`src/verilog/cfr_consts.svh`:
```
`ifndef CFR_CONSTS_SVH
`define CFR_CONSTS_SVH

// Register offsets
`define CFR_ADDR_TIMER 8'h06
`define CFR_ADDR_FUNC1 8'h07
`define CFR_ADDR_FUNC2 8'h08

// Writable masks, unused positions read zero
`define CFR_MASK_TIMER 8'h3E
`define CFR_MASK_FUNC1 8'h7D
`define CFR_MASK_FUNC2 8'hFF

// Reset values
`define CFR_RST_TIMER 8'h38
`define CFR_RST_FUNC1 8'h04
`define CFR_RST_FUNC2_HI 5'h00

// Timer settings fields
`define CFR_TS_TEND_ON 5
`define CFR_TS_SAFE_ON 4
`define CFR_TS_LEN_SEL 3
`define CFR_TS_WD_ON 2
`define CFR_TS_WD_LEN 1
`define CFR_TS_WD_RESTART 0

// Functional settings one fields
`define CFR_F1_CHIP_DIS 6
`define CFR_F1_BMON_OVR 5
`define CFR_F1_THR_OVR 4
`define CFR_F1_REG_OFF 3
`define CFR_F1_EOC_PERMIT 2
`define CFR_F1_CHG_ON 0

// Functional settings two fields
`define CFR_F2_TEMP_ON 7
`define CFR_F2_PROFILE 6
`define CFR_F2_VLIM_ON 5
`define CFR_F2_DIODE_HI 4
`define CFR_F2_DIODE_LO 3
`define CFR_F2_SYSV_HI 2
`define CFR_F2_SYSV_LO 0

// Ideal diode codes
`define CFR_DIODE_ALWAYS 2'h0
`define CFR_DIODE_WEAK 2'h1

// Times in their own units
`define CFR_CLK_PERIOD_NS 5
`define CFR_NS_PER_MS 1000000
`define CFR_MS_PER_S 1000
`define CFR_S_PER_MIN 60
`define CFR_DEGLITCH_MS 31
`define CFR_TRK_SHORT_S 30
`define CFR_TRK_LONG_S 60
`define CFR_FAST_SHORT_MIN 300
`define CFR_FAST_LONG_MIN 600
`define CFR_WD_SHORT_S 32
`define CFR_WD_LONG_S 64
`define CFR_WD_SAFE_MIN 40

// Timer counter width, in milliseconds
`define CFR_TMR_W 26

`endif

```
`src/verilog/cfr_pkg.sv`:
```
`include "cfr_consts.svh"

package cfr_pkg;

	typedef enum logic [2:0] {
		CFR_I2C_IDLE = 3'h0,
		CFR_I2C_ADDR = 3'h1,
		CFR_I2C_ACK_A = 3'h2,
		CFR_I2C_WRITE = 3'h3,
		CFR_I2C_ACK_W = 3'h4,
		CFR_I2C_READ = 3'h5,
		CFR_I2C_ACK_R = 3'h6,
		CFR_I2C_RD_NEXT = 3'h7
	} cfr_i2c_state_t;

	typedef struct packed {
		cfr_i2c_state_t state;
		logic [2:0] bitcnt;
		logic [7:0] shreg;
		logic rw;
		logic first;
		logic ack_phase;
		logic sda_drive;
		logic scl_q;
		logic sda_q;
		logic [7:0] ptr;
		logic wr_stb;
		logic [7:0] wr_addr;
		logic [7:0] wr_data;
	} cfr_i2c_t;

	typedef struct packed {
		logic [`CFR_TMR_W-1:0] cnt;
		logic expired;
	} cfr_timer_t;

endpackage : cfr_pkg

```
`src/verilog/cfr_reg_if.sv`:
```
interface cfr_reg_if;
	logic wr_stb;
	logic [7:0] wr_addr;
	logic [7:0] wr_data;
	logic [7:0] rd_addr;
	logic [7:0] rd_data;

	modport serial_end (output wr_stb, output wr_addr, output wr_data, output rd_addr, input rd_data);
	modport regs_end (input wr_stb, input wr_addr, input wr_data, input rd_addr, output rd_data);
endinterface : cfr_reg_if

```
`src/verilog/cfr_charger_cfg.sv`:
```
`include "cfr_consts.svh"

module cfr_charger_cfg #(
	parameter logic [6:0] DEV_ADDR = 7'h14,
	parameter logic [2:0] SYS_V_RESET = 3'h0,
	parameter int TICK_CYCLES = `CFR_NS_PER_MS / `CFR_CLK_PERIOD_NS,
	parameter int TEND_MS = 1000,
	parameter int MS_PER_S = `CFR_MS_PER_S
) (
	// Clock and reset
	input wire logic sys_clk,
	input wire logic rst,
	// Two-wire bus
	input wire logic scl_in,
	input wire logic sda_in,
	output logic sda_out,
	output logic sda_oe_n,
	// Analog sense
	input wire logic vin_ok,
	input wire logic bat_above_weak,
	input wire logic bat_below_vlim,
	input wire logic sys_below_bat,
	input wire logic in_trickle,
	input wire logic in_fast,
	input wire logic eoc_detect,
	// Control outputs
	output logic charging_allowed,
	output logic charge_done,
	output logic charge_timer_expired,
	output logic watchdog_alarm,
	output logic watchdog_fault,
	output logic battery_monitor_active,
	output logic thermistor_source_on,
	output logic regulator_on,
	output logic isolation_closed,
	output logic chip_disable,
	output logic ideal_diode_on,
	output logic temp_compliance_active,
	output logic temp_profile_sel,
	output logic [2:0] system_voltage_code
);
	localparam int TW = `CFR_TMR_W;
	localparam int TICK_W = $clog2(TICK_CYCLES + 1);
	localparam int MS_PER_MIN = MS_PER_S * `CFR_S_PER_MIN;

	typedef struct packed {
		logic [7:0] timer_settings;
		logic [7:0] functional_settings_one;
		logic [7:0] functional_settings_two;
		logic [TICK_W-1:0] tick_cnt;
		logic ms_tick;
		logic watchdog_restart;
		logic [1:0] last_phase;
		logic charge_done;
		logic charging_allowed;
		logic battery_monitor_active;
		logic thermistor_source_on;
		logic regulator_on;
		logic isolation_closed;
		logic ideal_diode_on;
	} cfr_main_t;

	cfr_main_t s;
	cfr_main_t n;
	cfr_reg_if regs ();

	logic eoc_expired;
	logic chg_expired;
	logic wd_expired;
	logic wd_safe_expired;
	logic [TW-1:0] eoc_limit;
	logic [TW-1:0] chg_limit;
	logic [TW-1:0] wd_limit;
	logic [1:0] phase;
	logic charging_on;
	logic eoc_run;
	logic chg_run;
	logic chg_clear;
	logic wd_clear;

	function automatic logic [TW-1:0] ms_of(input int count, input int unit_ms);
		ms_of = TW'(count * unit_ms);
	endfunction : ms_of

	function automatic logic [7:0] reg_read(input logic [7:0] addr, input cfr_main_t st);
		unique case (addr)
			`CFR_ADDR_TIMER: reg_read = st.timer_settings & `CFR_MASK_TIMER;
			`CFR_ADDR_FUNC1: reg_read = st.functional_settings_one & `CFR_MASK_FUNC1;
			`CFR_ADDR_FUNC2: reg_read = st.functional_settings_two;
			default: reg_read = 8'h00;
		endcase
	endfunction : reg_read

	cfr_i2c_slave #(
		.DEV_ADDR(DEV_ADDR)
	) u_serial (
		.sys_clk(sys_clk),
		.rst(rst),
		.scl_in(scl_in),
		.sda_in(sda_in),
		.sda_oe_n(sda_oe_n),
		.regs(regs.serial_end)
	);

	assign regs.rd_data = reg_read(regs.rd_addr, s);
	assign charging_on = s.functional_settings_one[`CFR_F1_CHG_ON];
	assign phase = {in_fast, in_trickle && !in_fast};

	// End of charge, deglitch only when the long timer is off
	assign eoc_limit = s.timer_settings[`CFR_TS_TEND_ON] ? TW'(TEND_MS) : TW'(`CFR_DEGLITCH_MS);
	assign eoc_run = eoc_detect && charging_on && s.functional_settings_one[`CFR_F1_EOC_PERMIT];

	cfr_timer u_eoc (
		.sys_clk(sys_clk),
		.rst(rst),
		.tick(s.ms_tick),
		.run(eoc_run),
		.clear(!eoc_run),
		.limit(eoc_limit),
		.expired(eoc_expired)
	);

	// Trickle and fast safety timer
	always_comb begin
		if (in_fast) begin
			chg_limit = s.timer_settings[`CFR_TS_LEN_SEL] ? ms_of(`CFR_FAST_LONG_MIN, MS_PER_MIN)
				: ms_of(`CFR_FAST_SHORT_MIN, MS_PER_MIN);
		end else begin
			chg_limit = s.timer_settings[`CFR_TS_LEN_SEL] ? ms_of(`CFR_TRK_LONG_S, MS_PER_S)
				: ms_of(`CFR_TRK_SHORT_S, MS_PER_S);
		end
	end
	assign chg_run = s.timer_settings[`CFR_TS_SAFE_ON] && (in_trickle || in_fast);
	assign chg_clear = !charging_on || (phase != s.last_phase);

	cfr_timer u_chg (
		.sys_clk(sys_clk),
		.rst(rst),
		.tick(s.ms_tick),
		.run(chg_run),
		.clear(chg_clear),
		.limit(chg_limit),
		.expired(chg_expired)
	);

	// Watchdog interval then its safety timer
	assign wd_limit = s.timer_settings[`CFR_TS_WD_LEN] ? ms_of(`CFR_WD_LONG_S, MS_PER_S)
		: ms_of(`CFR_WD_SHORT_S, MS_PER_S);
	assign wd_clear = s.watchdog_restart || !s.timer_settings[`CFR_TS_WD_ON];

	cfr_timer u_wd (
		.sys_clk(sys_clk),
		.rst(rst),
		.tick(s.ms_tick),
		.run(s.timer_settings[`CFR_TS_WD_ON]),
		.clear(wd_clear),
		.limit(wd_limit),
		.expired(wd_expired)
	);

	cfr_timer u_wd_safe (
		.sys_clk(sys_clk),
		.rst(rst),
		.tick(s.ms_tick),
		.run(wd_expired),
		.clear(wd_clear),
		.limit(ms_of(`CFR_WD_SAFE_MIN, MS_PER_MIN)),
		.expired(wd_safe_expired)
	);

	always_comb begin
		n = s;
		n.watchdog_restart = 1'b0;
		n.last_phase = phase;
		// Millisecond enable
		if (s.tick_cnt == TICK_W'(TICK_CYCLES - 1)) begin
			n.tick_cnt = '0;
			n.ms_tick = 1'b1;
		end else begin
			n.tick_cnt = s.tick_cnt + TICK_W'(1);
			n.ms_tick = 1'b0;
		end
		// Register writes
		if (regs.wr_stb) begin
			unique case (regs.wr_addr)
				`CFR_ADDR_TIMER: begin
					n.timer_settings = regs.wr_data & `CFR_MASK_TIMER;
					n.watchdog_restart = regs.wr_data[`CFR_TS_WD_RESTART];
				end
				`CFR_ADDR_FUNC1: n.functional_settings_one = regs.wr_data & `CFR_MASK_FUNC1;
				`CFR_ADDR_FUNC2: n.functional_settings_two = regs.wr_data;
				default: begin
				end
			endcase
		end
		// Completion latches until charging is switched off
		if (!charging_on) begin
			n.charge_done = 1'b0;
		end else if (eoc_expired) begin
			n.charge_done = 1'b1;
		end
		n.charging_allowed = charging_on && !s.functional_settings_one[`CFR_F1_CHIP_DIS]
			&& !(s.functional_settings_two[`CFR_F2_VLIM_ON] && !bat_below_vlim)
			&& !chg_expired && !s.charge_done && !wd_safe_expired;
		n.battery_monitor_active = vin_ok || s.functional_settings_one[`CFR_F1_BMON_OVR];
		n.thermistor_source_on = vin_ok || s.functional_settings_one[`CFR_F1_THR_OVR];
		n.regulator_on = !s.functional_settings_one[`CFR_F1_REG_OFF];
		n.isolation_closed = s.functional_settings_one[`CFR_F1_REG_OFF] ? !charging_on : 1'b1;
		unique case (s.functional_settings_two[`CFR_F2_DIODE_HI:`CFR_F2_DIODE_LO])
			`CFR_DIODE_ALWAYS: n.ideal_diode_on = sys_below_bat;
			`CFR_DIODE_WEAK: n.ideal_diode_on = sys_below_bat && bat_above_weak;
			default: n.ideal_diode_on = 1'b0;
		endcase
	end

	always_ff @(posedge sys_clk or posedge rst) begin
		if (rst) begin
			s <= '0;
			s.timer_settings <= `CFR_RST_TIMER;
			s.functional_settings_one <= `CFR_RST_FUNC1;
			s.functional_settings_two <= {`CFR_RST_FUNC2_HI, SYS_V_RESET};
			s.regulator_on <= 1'b1;
			s.isolation_closed <= 1'b1;
		end else begin
			s <= n;
		end
	end

	assign sda_out = 1'b0;
	assign charging_allowed = s.charging_allowed;
	assign charge_done = s.charge_done;
	assign charge_timer_expired = chg_expired;
	assign watchdog_alarm = wd_expired;
	assign watchdog_fault = wd_safe_expired;
	assign battery_monitor_active = s.battery_monitor_active;
	assign thermistor_source_on = s.thermistor_source_on;
	assign regulator_on = s.regulator_on;
	assign isolation_closed = s.isolation_closed;
	assign chip_disable = s.functional_settings_one[`CFR_F1_CHIP_DIS];
	assign ideal_diode_on = s.ideal_diode_on;
	assign temp_compliance_active = s.functional_settings_two[`CFR_F2_TEMP_ON];
	assign temp_profile_sel = s.functional_settings_two[`CFR_F2_PROFILE];
	assign system_voltage_code = s.functional_settings_two[`CFR_F2_SYSV_HI:`CFR_F2_SYSV_LO];
endmodule : cfr_charger_cfg

```
`src/verilog/cfr_i2c_slave.sv`:
```
module cfr_i2c_slave #(
	parameter logic [6:0] DEV_ADDR = 7'h14
) (
	// Clock and reset
	input wire logic sys_clk,
	input wire logic rst,
	// Two-wire bus
	input wire logic scl_in,
	input wire logic sda_in,
	output logic sda_oe_n,
	// Register side
	cfr_reg_if.serial_end regs
);
	cfr_pkg::cfr_i2c_t s;
	cfr_pkg::cfr_i2c_t n;
	logic rise;
	logic fall;
	logic start_c;
	logic stop_c;
	logic [7:0] byte_in;

	assign rise = scl_in && !s.scl_q;
	assign fall = !scl_in && s.scl_q;
	assign start_c = s.scl_q && scl_in && s.sda_q && !sda_in;
	assign stop_c = s.scl_q && scl_in && !s.sda_q && sda_in;
	assign byte_in = {s.shreg[6:0], sda_in};

	always_comb begin
		n = s;
		n.scl_q = scl_in;
		n.sda_q = sda_in;
		n.wr_stb = 1'b0;
		if (start_c) begin
			n.state = cfr_pkg::CFR_I2C_ADDR;
			n.bitcnt = 3'h0;
			n.sda_drive = 1'b0;
			n.ack_phase = 1'b0;
		end else if (stop_c) begin
			n.state = cfr_pkg::CFR_I2C_IDLE;
			n.sda_drive = 1'b0;
		end else begin
			unique case (s.state)
				cfr_pkg::CFR_I2C_IDLE: begin
				end
				cfr_pkg::CFR_I2C_ADDR: begin
					if (rise) begin
						n.shreg = byte_in;
						n.bitcnt = s.bitcnt + 3'h1;
						if (s.bitcnt == 3'h7) begin
							n.rw = byte_in[0];
							n.state = (byte_in[7:1] == DEV_ADDR) ? cfr_pkg::CFR_I2C_ACK_A : cfr_pkg::CFR_I2C_IDLE;
						end
					end
				end
				cfr_pkg::CFR_I2C_ACK_A: begin
					if (fall) begin
						if (!s.ack_phase) begin
							n.sda_drive = 1'b1;
							n.ack_phase = 1'b1;
						end else begin
							n.ack_phase = 1'b0;
							n.bitcnt = 3'h0;
							if (s.rw) begin
								n.state = cfr_pkg::CFR_I2C_READ;
								n.shreg = regs.rd_data;
								n.sda_drive = !regs.rd_data[7];
							end else begin
								n.state = cfr_pkg::CFR_I2C_WRITE;
								n.sda_drive = 1'b0;
								n.first = 1'b1;
							end
						end
					end
				end
				cfr_pkg::CFR_I2C_WRITE: begin
					if (rise) begin
						n.shreg = byte_in;
						n.bitcnt = s.bitcnt + 3'h1;
						if (s.bitcnt == 3'h7) begin
							n.state = cfr_pkg::CFR_I2C_ACK_W;
							if (s.first) begin
								n.ptr = byte_in;
								n.first = 1'b0;
							end else begin
								n.wr_stb = 1'b1;
								n.wr_addr = s.ptr;
								n.wr_data = byte_in;
								n.ptr = s.ptr + 8'h01;
							end
						end
					end
				end
				cfr_pkg::CFR_I2C_ACK_W: begin
					if (fall) begin
						if (!s.ack_phase) begin
							n.sda_drive = 1'b1;
							n.ack_phase = 1'b1;
						end else begin
							n.sda_drive = 1'b0;
							n.ack_phase = 1'b0;
							n.state = cfr_pkg::CFR_I2C_WRITE;
						end
					end
				end
				cfr_pkg::CFR_I2C_READ: begin
					if (fall) begin
						n.bitcnt = s.bitcnt + 3'h1;
						if (s.bitcnt == 3'h7) begin
							n.sda_drive = 1'b0;
							n.ptr = s.ptr + 8'h01;
							n.state = cfr_pkg::CFR_I2C_ACK_R;
						end else begin
							n.shreg = {s.shreg[6:0], 1'b0};
							n.sda_drive = !s.shreg[6];
						end
					end
				end
				cfr_pkg::CFR_I2C_ACK_R: begin
					if (rise) begin
						n.state = sda_in ? cfr_pkg::CFR_I2C_IDLE : cfr_pkg::CFR_I2C_RD_NEXT;
					end
				end
				cfr_pkg::CFR_I2C_RD_NEXT: begin
					if (fall) begin
						n.bitcnt = 3'h0;
						n.shreg = regs.rd_data;
						n.sda_drive = !regs.rd_data[7];
						n.state = cfr_pkg::CFR_I2C_READ;
					end
				end
			endcase
		end
	end

	always_ff @(posedge sys_clk or posedge rst) begin
		if (rst) begin
			s <= '{state: cfr_pkg::CFR_I2C_IDLE, scl_q: 1'b1, sda_q: 1'b1, default: '0};
		end else begin
			s <= n;
		end
	end

	assign sda_oe_n = !s.sda_drive;
	assign regs.wr_stb = s.wr_stb;
	assign regs.wr_addr = s.wr_addr;
	assign regs.wr_data = s.wr_data;
	assign regs.rd_addr = s.ptr;
endmodule : cfr_i2c_slave

```
`src/verilog/cfr_timer.sv`:
```
`include "cfr_consts.svh"

module cfr_timer (
	// Clock and reset
	input wire logic sys_clk,
	input wire logic rst,
	// Control
	input wire logic tick,
	input wire logic run,
	input wire logic clear,
	input wire logic [`CFR_TMR_W-1:0] limit,
	// Status
	output logic expired
);
	cfr_pkg::cfr_timer_t s;
	cfr_pkg::cfr_timer_t n;

	// Millisecond count, holds while stopped, latches on expiry
	always_comb begin
		n = s;
		if (clear) begin
			n.cnt = '0;
			n.expired = 1'b0;
		end else if (run && tick && !s.expired) begin
			if (s.cnt + `CFR_TMR_W'(1) >= limit) begin
				n.expired = 1'b1;
			end else begin
				n.cnt = s.cnt + `CFR_TMR_W'(1);
			end
		end
	end

	always_ff @(posedge sys_clk or posedge rst) begin
		if (rst) begin
			s <= '0;
		end else begin
			s <= n;
		end
	end

	assign expired = s.expired;
endmodule : cfr_timer
```
`config.mk`:
```
export PLATFORM = sky130hd
export DESIGN_NAME = cfr_charger_cfg
export DESIGN_NICKNAME = d
export VERILOG_FILES = /design/src/verilog/cfr_pkg.sv /design/src/verilog/cfr_reg_if.sv /design/src/verilog/cfr_charger_cfg.sv /design/src/verilog/cfr_i2c_slave.sv /design/src/verilog/cfr_timer.sv
export VERILOG_INCLUDE_DIRS = /design/src /design/src/verilog
export SDC_FILE = /design/constraint.sdc
export NUM_CORES = 1
export LEC_CHECK = 0
export ABC_AREA = 1
export ABC_CLOCK_PERIOD_IN_PS = 5900
export BUFFER_PORTS_ARGS = -buffer_cell sky130_fd_sc_hd__buf_2
export CORE_ASPECT_RATIO = 1.5
export CORE_UTILIZATION = 55
export DETAILED_ROUTE_END_ITERATION = 7
export PLACE_DENSITY = 0.81
export SLEW_MARGIN = 20
export SYNTH_ARGS = -nofsm -noshare
export SYNTH_HDL_FRONTEND = slang
export SYNTH_SLANG_ARGS = --single-unit
```
`constraint.sdc`:
```
create_clock -name sys_clk -period 5.9 [get_ports sys_clk]
set_input_delay 0.885 -clock sys_clk [delete_from_list [all_inputs] [get_ports sys_clk]]
set_output_delay 0.885 -clock sys_clk [all_outputs]
set_load 0.05 [all_outputs]
```
# Yosys cells after proc, flatten, opt, wreduce, memory -nomap -nowiden
# Index checks and enable logic that the tools add are counted.
# totals
register_bits	201
in_bits	11
elab_cells	269
# classes
n_addsub	7
magnitude_cmp	4
n_eq_ne	56
mux	80
n_bitwise	3
reduce_logical	84
# ops
operator	n
$mux W27	8
$mux W26	6
$add A26 B1 Y26 const B	4
$mux W14	6
$mux W17	4
$pmux W11 S5	1
$mux W25	2
$ne A4 B1 Y1 const B	12
$mux W8	5
$eq A8 B3 Y1 const B	4
$mux W16	2
$mux W3	10
$ge A26 B10 Y1	1
$ge A26 B16 Y1	1
$ge A26 B22 Y1 const B	1
$ge A26 B26 Y1	1
$logic_and A1 B1 Y1	26
$ne A2 B1 Y1 const B	12
$pmux W8 S3	1
$reduce_and A2 Y1	11
$ne A3 B1 Y1 const B	7
$pmux W3 S7	1
$mux W1	20
$logic_not A1 Y1	19
other kinds (35)	69

# Depth between registers and ports, before layout
# Gate-level depths: netlist of the first run.
# logic_depth
ltp_word	9
mapped_depth	24
mapped_depth_nobuf	23

# Hierarchy
# From an unflattened synthesis of the first run, not the netlist that was laid out.
# unflattened
cells_unflattened	2521
hier_area_um2	17304.1
# by_module_without_submodules
mod	n_inst	cells_per_inst	area_each_um2	seq_area_each_um2
cfr_timer at u_eoc ...	2	460	3056.7	675.6
cfr_timer at u_wd_safe	1	463	3037.9	675.6
cfr_timer at u_chg	1	453	2846.5	675.6
cfr_i2c_slave	1	387	2801.4	1103.6
cfr_charger_cfg	1	298	2504.9	1208.7

# Worst setup path after synthesis of the first run
# Ideal clock, no wire load.
# synth_path
kind	reg2reg
start	register u_chg.s[1] (netlist name)
end	register u_chg.s[10] (netlist name)
setup_time_ps	117
arrival_time_ps	2883
required_time_ps	5783
slack_ps	2900
stages_incl_launch_ff	24
n_path_buf	1
period_less_slack_ps	3000
path_cell_list	dfrtp_1 ha_1 nand2_1 nor3_1 nand3_1 nor4_1 xor2_1 inv_1 ha_1 nand2_1 inv_1 nand2_1 nand2_1 a21oi_1 nand3_1 nand2_1 nand2_1 nand2_1 nand2_1 nand2_2 nand3_4 buf_2 nand3_1 nand2_1
# synth_between
elab_chain_cells	4
elab_cells_between_ends	7
cone_classes	1 x add/sub; 1 x order compare; 1 x eq/ne; 3 x mux; 1 x reduce/logical
# synth_lines
element	line	source
start: declaration	cfr_timer.sv:15	cfr_pkg::cfr_timer_t s;
start signal: assignment	cfr_timer.sv:37	s <= n;
$add A26 B1 Y26 *	cfr_timer.sv:25, cfr_timer.sv:28	
$ge A26 B26 Y1 / $mux W26 (equally long branches)	cfr_timer.sv:25	if (s.cnt + `CFR_TMR_W'(1) >= limit) begin
$ne A2 B2 Y1 (no line) / $mux W27 (equally long branches)	n/a	
$reduce_and A2 Y1 (no line) / $mux W27 (equally long branches)	n/a	
# Mark *: on every way between the ends. The rest lies on a longest branch, timed or not. The select of a mux whose other input is x is not followed.
# A chain may end at the register's enable or synchronous reset.

# Final worst setup path of the first run
# layout_path
start	register u_chg.s[1] (netlist name)
end	register u_chg.s[20] (netlist name)
# Same word-level chain as after synthesis.

==> reports/metrics.yaml, run 1 <==
outcome:
  status: "finished clean"
critical_path:
  rrSetupSlack_ns: 2.04
  end_kind: "flip-flop"
  r2r-start: "u_chg.s[1]"
  crit_top_cell: "nand2_1"
  start_kind: "flip-flop"
  r2r_cells: 23
  path_cells: "ha_1 -> nand2_1 -> nor3_1 -> nand3_1 -> nor4_1 -> xor2_1 -> inv_1 -> ha_1 -> nand2_1 -> inv_1 -> nand2_1 -> nand2_1 -> a21oi_1 -> nand3_1 -> nand2_1 -> nand2_1 -> nand2_1 -> nand2_1 -> nand2_2 -> nand3_4 -> nand2_4 -> nand2_1 -> nand2_1"
  crit_path_top_delay_cell: "dfrtp_1"
  worstPathRequired_ns: 6.29
  cpPeakStageDelay_ns: 0.41
  timing_worst_setup_path_type: "flip-flop to flip-flop"
  worstPathArrival_ns: 4.25
  rr_endpoint: "u_chg.s[20]"
  worst-path-max-fanout: 27
place:
  io_buffers: 27
  dp.cells: 2137
  place.gp.congestion: 0.942
  hpwl_um: 22000
synth:
  synth-seq-cells: 200
  syn_nets: 1890
  synth_warnings: 0
  synth_flop_cell: "dfrtp_1"
  synth.area.top_cells: "dfrtp_1 37%, nand2_1 16%, inv_1 7.1%"
  synthesis.area_um2: 13000
  postSynthCellCount: 1833
  synth-edff-count: 0
  ys_async_sr_fraction_pct: 100
  yosys.area.top_type_share_pct: 37.1
  syn_avg_cell_area_um2: 7.07
  ys_types: 52
  synth_seq_area_share_pct: 38.7
  synth_top_cell_by_area: "dfrtp_1"
hold_path:
  min_path_type: "primary input to asynchronous set/reset pin"
finish:
  final_common_cell: "nand2_1"
  nets: 1899
  fin_util_pct: 60.4
  instances_no_fill: 2170
  layout-drive-gt1-share_pct: 7.17
  ff_latch_area_um2: 5010
  num_antenna_cells: 0
  final_cell_mix: "540 x nand2_1, 243 x inv_1, 219 x nor2_1, 192 x dfrtp_1, 162 x nand3_1"
  multi_input_area_um2: 6750
  nFillCells: 2073
  areaGrowthSynthToFinish_pct: 7.52
sta:
  fin_crit_sh_pct: 65.4
  tns_ns: 0
  hold_viol_final: 0
  slew_headroom_pct: 33.5
  setup_violations: 0
  worst_pin_slew_ns: 0.989
  rsz0062_at_grt: "false"
  whs_ns: 0.376
  fin_crit_ns: 3.86
  max_freq_mhz: 259
  skew_ns: 0.0115
  finalMaxSlewViolations: 0
detailed_routing:
  vias_per_cell: 5.39
  totalWireLength_um: 30300
  drtIter0Drc: 728
  routedWlPerCell_um: 14.0
  dr.pass1.iters: 6
  vias: 11700
  drc: 0
  ant_nets: 0
floorplan:
  die_w_um: 127
  top_level_ports: 29
  initial_core_util_pct: 56.2
  coreArea_um2: 23100
  placementRows: 68
  dieArea_um2: 24200
  fp.dieH_um: 190
grt:
  grt_pass1_vias: 11300
  top_usage_layer: "met2"
  grt_max_degree: 190
  antenna_found_initial: 0
  use_met3_pct: 3.97
  grt-ovfl-total: 0
  grt_use_total_pct: 26.4
  grtUsageMet2_pct: 47.9
  grt_util_met1_pct: 30.0
  grt_pass1_wl_um: 51400
clock_network:
  post-cts-setup-buffer-count: 0
  cts_hold_buf: 0
  clk-insertion-delay-late_ns: 0.45
  htreeDepth: 4
  tritoncts: "yes"
  cts_buffer_depth: 2
  cts.sinks: 200
  cts_resized: 0
  path_clk_slew_ns: 0.08
  numCtsBuffers: 17
  cts_root_buffer: "clkbuf_16"
pwr:
  finalPower_mw: 3.14
  vdd_ir_drop_max_mv: 0.223
  p_leak_nw: 6.75
  p_comb_share_pct: 12.4
  pwr-share-clk_pct: 39.0
  p_switching_mw: 0.968
  p_seq_share_pct: 48.6
  switching_share_pct: 30.8
  pwr_density_cell_nw_per_um2: 226
  intPower_mw: 2.18
job:
  cap_violations: 0
==> layout make-up <==
| cell class | count | share of cell area [%] |
|---|---|---|
| multi-input cells | 1342 | 48.5 |
| flip-flops and latches | 200 | 36.0 |
| inverters | 250 | 6.76 |
| clock buffers | 17 | 3.05 |
| well taps | 315 | 2.83 |
| clock inverters | 15 | 1.45 |
| repair buffers | 31 | 1.42 |
==> sequential cells by signal, summed over array words and instances (netlist names), 3 cells and up <==
| signal | cells |
|---|---|
| s | 34 |
| system_voltage_code | 3 |
| u_chg.s | 26 |
| u_eoc.s | 26 |
| u_serial.byte_in | 7 |
| u_serial.regs.rd_addr | 8 |
| u_serial.regs.wr_addr | 8 |
| u_serial.regs.wr_data | 8 |
| u_serial.s | 12 |
| u_wd.s | 26 |
| u_wd_safe.s | 26 |
==> cell families after synthesis <==
logic type | count (synthesis) | share of synthesized area [%]
AOI/OAI and AO/OA | 152 | 6.48
xor gates and xnor gates | 61 | 4.12
adders and majority gates | 46 | 4.44
buffers and inverters | 291 | 9.16
DFF | 200 | 38.7
muxes | 1 | 0.0869
other | 1 | 0.0289
and+or+nand+nor | 1081 | 37.0
==> worst max-delay path, delay by kind of cell (launching register included) <==
family,cells,cell delay [ns]
compound gates,1,0.14
fa+ha+maj,2,0.46
flops,1,0.41
xor+xnor,1,0.22
simple gates,17,2.46
buf+inv,2,0.11
==> cell usage after synthesis, types with 19 or more instances <==
cell type    n
nand3_1    162
a21oi_1     29
inv_1      244
ha_1        46
dfrtp_1    192
nor3_1      29
nor2_2      19
xnor2_1     26
o21ai_0     91
nor2_1     219
nand2_1    540
xor2_1      35
nand4_1     57
==> through the flow <==
| step | instance area (um2) | setup slack (ns) |
|---|---|---|
| floorplan | 13000 | 2.43 |
| global placement | 13300 | 2.32 |
| detailed placement | 13300 | 2.14 |
| CTS | 13900 | 2.11 |
| global route | 13900 | 1.64 |
| finish | 13900 | 2.04 |
==> power groups by stage <==
stage | Clock, mW | Sequential, mW | Combinational [mW]
3_3_place_gp | 0 | 1.55 | 0.370
2_1_floorplan | 0 | 1.53 | 0.293
5_1_grt | 1.30 | 1.53 | 0.448
3_5_place_dp | 0 | 1.55 | 0.378
4_1_cts | 1.25 | 1.52 | 0.387
6_report | 1.23 | 1.53 | 0.391
==> worst max path at each step <==
stage / startpoint / endpoint / slack [ns] / cells after the start
floorplan: rst / battery_monitor_active / 2.43 / 1
global placement: u_chg.s[1] / u_chg.s[11] / 2.32 / 23
detailed placement: u_chg.s[1] / u_chg.s[20] / 2.14 / 23
CTS: u_chg.s[1] / u_chg.s[20] / 2.11 / 23
global route: u_chg.s[1] / u_chg.s[12] / 1.64 / 23
finish: u_chg.s[1] / u_chg.s[20] / 2.04 / 23
==> layer usage <==
layer	vias up	wire, um
met5	-	0
met4	0	1070
met3	87	1010
met2	255	15900
met1	5482	12300
li1	5863	-
Note: power is estimated with default switching activity, not from simulation.
==> run 2, diff against run 1 <==
- ABC_CLOCK_PERIOD_IN_PS: 5900 -> 3200
- clock period: 5.9 -> 3.2 ns (I/O delays scaled with it)
==> run 2 against run 1 <==
  * The flow now finishes with violations (negative setup slack)
  * Flip-flop and latch count unchanged
  * Global-route usage rose by 0.69 points
  * Clock skew fell by 0.0019 ns
  * Sequential power is 84% higher
  * Clock power grew 70%
  * Wire length increased by 4.4%
==> reports/metrics.yaml, run 2 (synthesis gave the netlist of run 1 again) <==
outcome:
  status: "complete, but fails checks"
  failed_checks: "negative setup slack"
critical_path:
  worstPathArrival_ns: 3.61  # -0.64 ns
  r2r_cells: 23  # unchanged
  start_kind: "flip-flop"
  worstPathRequired_ns: 3.53  # -2.76 ns
  crit_top_cell: "nand2_1"
  crit_path_top_delay_cell: "dfrtp_1"
  timing_worst_setup_path_type: "flip-flop to flip-flop"
  end_kind: "flip-flop"
  path_cells: "ha_4 -> nand2_4 -> nor3_4 -> nand3_2 -> nor4_4 -> xor2_1 -> inv_1 -> ha_1 -> nand2_2 -> nor2_2 -> and2_1 -> nand2_1 -> nand3_1 -> nand2_1 -> nand2_1 -> nand2_1 -> nand2_2 -> nand2_2 -> nand3_4 -> buf_12 -> clkbuf_16 -> nand3_1 -> nand2_1"
  cpPeakStageDelay_ns: 0.40  # about the same
  worst-path-max-fanout: 6  # -78%
detailed_routing:
  drtIter0Drc: 800  # +9.9%
  routedWlPerCell_um: 14.4  # +2.8%
  vias_per_cell: 5.43  # +0.78%
  dr.pass1.iters: 5  # -1
  totalWireLength_um: 31600  # +4.4%
  drc: 0  # unchanged
  ant_nets: 0  # unchanged
  vias: 12000  # +2.3%
grt:
  grt_pass1_wl_um: 52900  # +2.9%
  grt_use_total_pct: 27.1  # +0.69 points
  grt_max_degree: 74  # -61%
  antenna_found_initial: 0  # unchanged
  grt_pass1_vias: 11800  # +4.3%
  grt-ovfl-total: 0  # unchanged
sta:
  setup_violations: 26  # +26
  rsz0062_at_grt: "true"
  fin_crit_sh_pct: 102  # +37 points
  setup_slack_ns: -0.0747  # -2.12 ns
  finalMaxSlewViolations: 0  # unchanged
  hold_viol_final: 0  # unchanged
  skew_ns: 0.00960  # -0.00189 ns
  worst_pin_slew_ns: 0.949  # -0.0402 ns
  max_freq_mhz: 305  # +18%
  slew_headroom_pct: 36.7  # +3.2 points
  tns_ns: -0.722  # -0.722 ns
  fin_crit_ns: 3.27  # -0.581 ns
pwr:
  vdd_ir_drop_max_mv: 0.405  # +82%
  pwr_density_cell_nw_per_um2: 390  # +73%
  p_leak_nw: 7.00  # +3.7%
place:
  io_buffers: 27  # unchanged
  place.gp.congestion: 0.977  # +3.8%
  post-place-ws_ns: 0.00992  # -2.13 ns
  placed_cell_area_um2: 13500  # +1.5%
  hpwl_um: 23000  # +4.4%
  dp.cells: 2158  # +0.98%
finish:
  largest_register_ffs: 34  # unchanged
  nets: 1932  # +1.7%
  nFillCells: 2028  # -2.2%
  num_antenna_cells: 0  # unchanged
  areaGrowthSynthToFinish_pct: 11.3
  instances_no_fill: 2203  # +1.5%
  final_common_cell: "nand2_1"
  largest_register: "s"
  final_cell_mix: "535 x nand2_1, 242 x inv_1, 217 x nor2_1, 186 x dfrtp_1, 151 x nand3_1"
  fin_util_pct: 62.5  # +2.1 points
  stdcell_area_um2: 14400  # +3.5%
  layout-drive-gt1-share_pct: 10.6  # +3.5 points
clock_network:
  cts_root_buffer: "clkbuf_16"
  numCtsBuffers: 17  # unchanged
  cts_hold_buf: 0  # unchanged
  clk-insertion-delay-late_ns: 0.45  # about the same
  tritoncts: "yes"
  cts_buffer_depth: 2  # unchanged
  path_clk_slew_ns: 0.08  # about the same
  htreeDepth: 4  # unchanged
  cts.sinks: 200  # unchanged
floorplan:
  initial_core_util_pct: 56.2  # unchanged
  placementRows: 68  # unchanged
  top_level_ports: 29  # unchanged
  coreArea_um2: 23100  # unchanged
  die_w_um: 127  # unchanged
  fp.dieH_um: 190  # unchanged
  dieArea_um2: 24200  # unchanged
hold_path:
  min_path_type: "primary input to asynchronous set/reset pin"
job:
  cap_violations: 0  # unchanged
-- run 2: cell count changes in the layout (fill, tap and decap cells not counted), sizes merged --
cell / change
clkinv: -1
buf: +29
clkbuf: +3
inv: +1
nand2: +2
bufinv: -1
-- run 2: power by group --
part           switching, mW  internal (mW)
registers              0.144           2.67
clock network           1.06           1.03
logic                  0.514          0.208
-- run 2: final timing paths --
path                                     to  startpoint  slack, ns
max                             u_chg.s[11]  u_chg.s[2]      -0.07
min                         u_wd_safe.s[22]         rst       0.16
max reg2reg                     u_chg.s[11]  u_chg.s[2]      -0.07
min reg2reg                isolation_closed       s[40]       0.45
max in group asynchronous    u_serial.s[25]         rst       2.18
min in group sys_clk         u_serial.s[26]      scl_in       0.16
-- run 2: final cells by class --
type                            instances  area (um2)  share of cell area (%)
Tap cell                              315         394                    2.73
Timing Repair Buffer                   62         515                    3.58
Multi-Input combinational cell       1344        6980                    48.4
Inverter                              250         942                    6.53
Clock inverter                         14         133                   0.920
Clock buffer                           18         429                    2.98
Sequential cell                       200        5020                    34.8
-- run 2: metrics by stage --
stage,power [mW],hold slack (ns)
floorplan,3.36,0.394
global placement,3.55,0.420
detailed placement,3.57,0.431
CTS,5.67,0.151
global route,5.88,0.155
finish,5.63,0.163
-- run 2: routing by layer --
metal  global-route usage (%)  wire (um)  share of wire, %  up-vias
li1                         -          -                 -     5936
met1                     30.7      12600                40     5585
met2                     49.5      16500                52      333
met3                     3.54       1180               3.7      103
met4                     13.5       1350               4.3        0
met5                        0          0                 0        -
-- run 2: worst max-delay path: cells and delay by family, from the launching register on --
family | cells | cell delay, ns
and+or+nand+nor | 17 | 1.64
DFF | 1 | 0.40
buffers and inverters | 3 | 0.41
adders and majority gates | 2 | 0.47
xor gates and xnor gates | 1 | 0.24
-- run 2: timing repair --
item | CTS | global route
setup endpoints to repair | 10 | 53
gates resized for setup | 3 | 47
cloned | 0 | 4
pin swaps | 0 | 37
buffers inserted | 0 | 9
==> run 3, diff against run 2 <==
- SYNTH_HIERARCHICAL: unset -> 1
==> run 3 against run 2 <==
  * The flow now finishes without violations
  * Critical path depth decreased by 4
  * Power down 9.9%
  * Hold slack worse by 0.012 ns
  * Design area up 30%
  * First-iteration DRC count is 62% higher
  * Register-to-register slack improved by 0.19 ns
  * Sequential share of layout area decreased by 8.0 points
  * Maximum frequency increased by 6.3%
  * Critical endpoint is now u_wd_safe/s[10]
  * Global-route usage up 0.27 points
  * Synthesized area increased by 34%
  * Die area grew 33%
  * Non-clock buffer count shrank 7
==> reports/metrics.yaml, run 3 <==
detailed_routing:
  vias_per_cell: 5.40  # -0.56%
  drc: 0  # unchanged
  ant_nets: 0  # unchanged
  vias: 16200  # +36%
  totalWireLength_um: 44600  # +41%
  drtIter0Drc: 1295  # +62%
  routedWlPerCell_um: 14.8  # +3.4%
  dr.pass1.iters: 6  # +1
synth:
  synth_flop_cell: "dfrtp_1"
  synth.most_common_cell: "nand2_1"
  synth_top_cell_by_area: "dfrtp_1"
  yosys.area.top_type_share_pct: 27.8  # -9.3 points
  synth.area.top_cells: "dfrtp_1 28%, nand2_1 14%, inv_1 8.7%"
  synth-seq-cells: 200  # unchanged
  synthesis.area_um2: 17300  # +34%
  synth_warnings: 6  # +6
  postSynthCellCount: 2521  # +38%
  synth-edff-count: 0  # unchanged
  synth_seq_area_share_pct: 29.0  # -9.7 points
  ys_async_sr_fraction_pct: 100  # unchanged
  ys_types: 50  # -3.8%
  syn_avg_cell_area_um2: 6.86  # -2.9%
  synth_top_cells_by_count: "657 x nand2_1, 402 x inv_1, 292 x nand3_1, 273 x nor2_1, 192 x dfrtp_1"
place:
  hpwl_um: 31700  # +38%
  post-place-ws_ns: 0.0756  # +0.0657 ns
  io_buffers: 27  # unchanged
  place.gp.congestion: 0.923  # -5.5%
critical_path:
  rr_endpoint: "u_wd_safe/s[10]"
  end_kind: "flip-flop"
  worstPathRequired_ns: 3.56  # +0.03 ns
  r2r-start: "u_wd_safe/s[2]"
  start_kind: "flip-flop"
  r2r_cells: 19  # -17%
  worst-path-max-fanout: 13  # +7
  rrSetupSlack_ns: 0.12  # +0.19 ns
  worstPathArrival_ns: 3.44  # -0.17 ns
  timing_worst_setup_path_type: "flip-flop to flip-flop"
clock_network:
  cts_root_buffer: "clkbuf_16"
  tritoncts: "yes"
  cts_buffer_depth: 2  # unchanged
  cts.sinks: 200  # unchanged
  cts_hold_buf: 0  # unchanged
  htreeDepth: 4  # unchanged
  numCtsBuffers: 17  # unchanged
  path_clk_slew_ns: 0.08  # about the same
  clk-insertion-delay-late_ns: 0.47  # +0.02 ns
finish:
  nFillCells: 2747  # +35%
  nets: 2719  # +41%
  final_common_cell: "nand2_1"
  layout-drive-gt1-share_pct: 15.4  # +4.8 points
  areaGrowthSynthToFinish_pct: 8.39
  num_antenna_cells: 0  # unchanged
  fin_util_pct: 60.4  # -2.1 points
  largest_register: "s"
  final_cell_mix: "653 x nand2_1, 394 x inv_1, 292 x nand3_1, 268 x nor2_1, 184 x dfrtp_1"
  largest_register_ffs: 34  # unchanged
floorplan:
  top_level_ports: 29  # unchanged
  die_w_um: 147  # +15%
  placementRows: 79  # +16%
  initial_core_util_pct: 55.8  # -0.43 points
  dieArea_um2: 32200  # +33%
  fp.dieH_um: 219  # +15%
  coreArea_um2: 31000  # +35%
pwr:
  vdd_ir_drop_max_mv: 0.340  # -16%
  p_leak_nw: 9.92  # +42%
  finalPower_mw: 5.07  # -9.9%
  pwr_density_cell_nw_per_um2: 270  # -31%
sta:
  setup_slack_ns: 0.119  # +0.193 ns
  slew_headroom_pct: 41.5  # +4.8 points
  max_freq_mhz: 325  # +6.3%
  worst_pin_slew_ns: 0.877  # -0.0719 ns
  setup_violations: 0  # -100%
  fin_crit_sh_pct: 96.3  # -6.0 points
  hold_viol_final: 0  # unchanged
  skew_ns: 0.0111  # +0.00151 ns
  finalMaxSlewViolations: 0  # unchanged
  fin_crit_ns: 3.08  # -0.193 ns
grt:
  antenna_found_initial: 0  # unchanged
  grt_pass1_wl_um: 71700  # +35%
  grt-ovfl-total: 0  # unchanged
  grt_max_degree: 49  # -34%
  grt_pass1_vias: 15800  # +35%
  grt_use_total_pct: 27.3  # +0.27 points
hold_path:
  hold_path_depth: 1
  holdPathEnd: "u_serial/s[26]"
  min_path_type: "primary input to flip-flop"
  hp-start: "scl_in"
outcome:
  status: "finished clean"
job:
  cap_violations: 0  # unchanged
run 3: changes by cell type after synthesis, moves of 34 or more:
| cell | before | now |
|---|---|---|
| buf_4 | 5 | 39 |
| ha_1 | 46 | 118 |
| inv_1 | 244 | 402 |
| nand2_1 | 540 | 657 |
| nand2_2 | 11 | 49 |
| nand3_1 | 162 | 292 |
| nand3_2 | 2 | 68 |
| nand4_1 | 57 | 16 |
| nor2_1 | 219 | 273 |
| o21ai_0 | 91 | 26 |
run 3: routing by layer:
layer,track usage (%),vias to the layer above,share of wire (%)
met2,51.9,591,53
li1,-,7907,-
met5,0,-,0
met1,28.6,7552,37
met3,3.04,184,5.2
met4,16.7,0,5.3
run 3: final cells by class:
class | instances | area (um2) | area share (%)
tap | 405 | 507 | 2.70
inverter | 434 | 1630 | 8.71
clock inverter | 15 | 179 | 0.954
sequential | 200 | 5020 | 26.8
clock buffer | 17 | 425 | 2.27
timing repair buffer | 55 | 395 | 2.11
multi-input combinational | 1882 | 10600 | 56.5
run 3: repair_timing:
action | 4_1_cts | 5_1_grt
resized for setup | 0 | 39
setup endpoints to repair | 0 | 104
setup buffers | 0 | 13
hold endpoints to repair | 0 | 0
run 3: how the worst max path moves through the flow:
stage | start | to | slack [ns]
global placement | u_wd_safe/s[1] | u_wd_safe/s[5] | 0.19
global route | u_wd_safe/s[2] | u_wd_safe/s[10] | -0.06
CTS | u_wd_safe/s[1] | u_wd_safe/s[6] | 0.05
floorplan | u_wd_safe/s[1] | u_wd_safe/s[10] | 0.62
finish | u_wd_safe/s[2] | u_wd_safe/s[10] | 0.12
detailed placement | u_wd_safe/s[1] | u_wd_safe/s[26] | 0.08
run 3: worst max-delay path, stage by stage, from the launching register on:
cell     delay (ns)
dfrtp_1        0.41
ha_2           0.22
nand2_2        0.10
nor2_4         0.18
nand2_4        0.12
nor2_4         0.15
xor2_1         0.21
inv_1          0.07
ha_1           0.27
nand2_1        0.04
inv_1          0.06
nand3_1        0.17
nor2_4         0.23
nand2_2        0.08
nand2_2        0.09
nor2_4         0.07
nand3_4        0.18
nand2_8        0.16
nand3_2        0.11
nand2_1        0.06
run 3: stage by stage:
step | setup TNS, ns | hold WS (ns) | std cells | cell area [um2]
floorplan | 0 | 0.404 | 2592 | 17600
detailed placement | 0 | 0.457 | 2955 | 17800
CTS | 0 | 0.140 | 2987 | 18400
global route | -1.70 | 0.150 | 3008 | 18800
global placement | 0 | 0.444 | 2955 | 17800
finish | 0 | 0.151 | 3008 | 18800
run 3: cells by family (layout without fill, tap and decap cells):
kind of cell / after synthesis / count (layout) / synth area share, %
other: 2 / 73 / 0.0434
DFF: 200 / 200 / 29.0
xor gates and xnor gates: 61 / 61 / 3.09
and+or+nand+nor: 1492 / 1500 / 42.1
buffers and inverters: 518 / 521 / 13.0
AOI/OAI and AO/OA: 130 / 130 / 4.32
adders and majority gates: 118 / 118 / 8.53
run 3: power breakdown:
part           switching, mW  leakage (nW)  internal, mW
combinational          0.183          6.92        0.0626
clock                   1.16         0.292          1.12
sequential           0.00740          2.71          2.54
total                   1.35          9.92          3.72
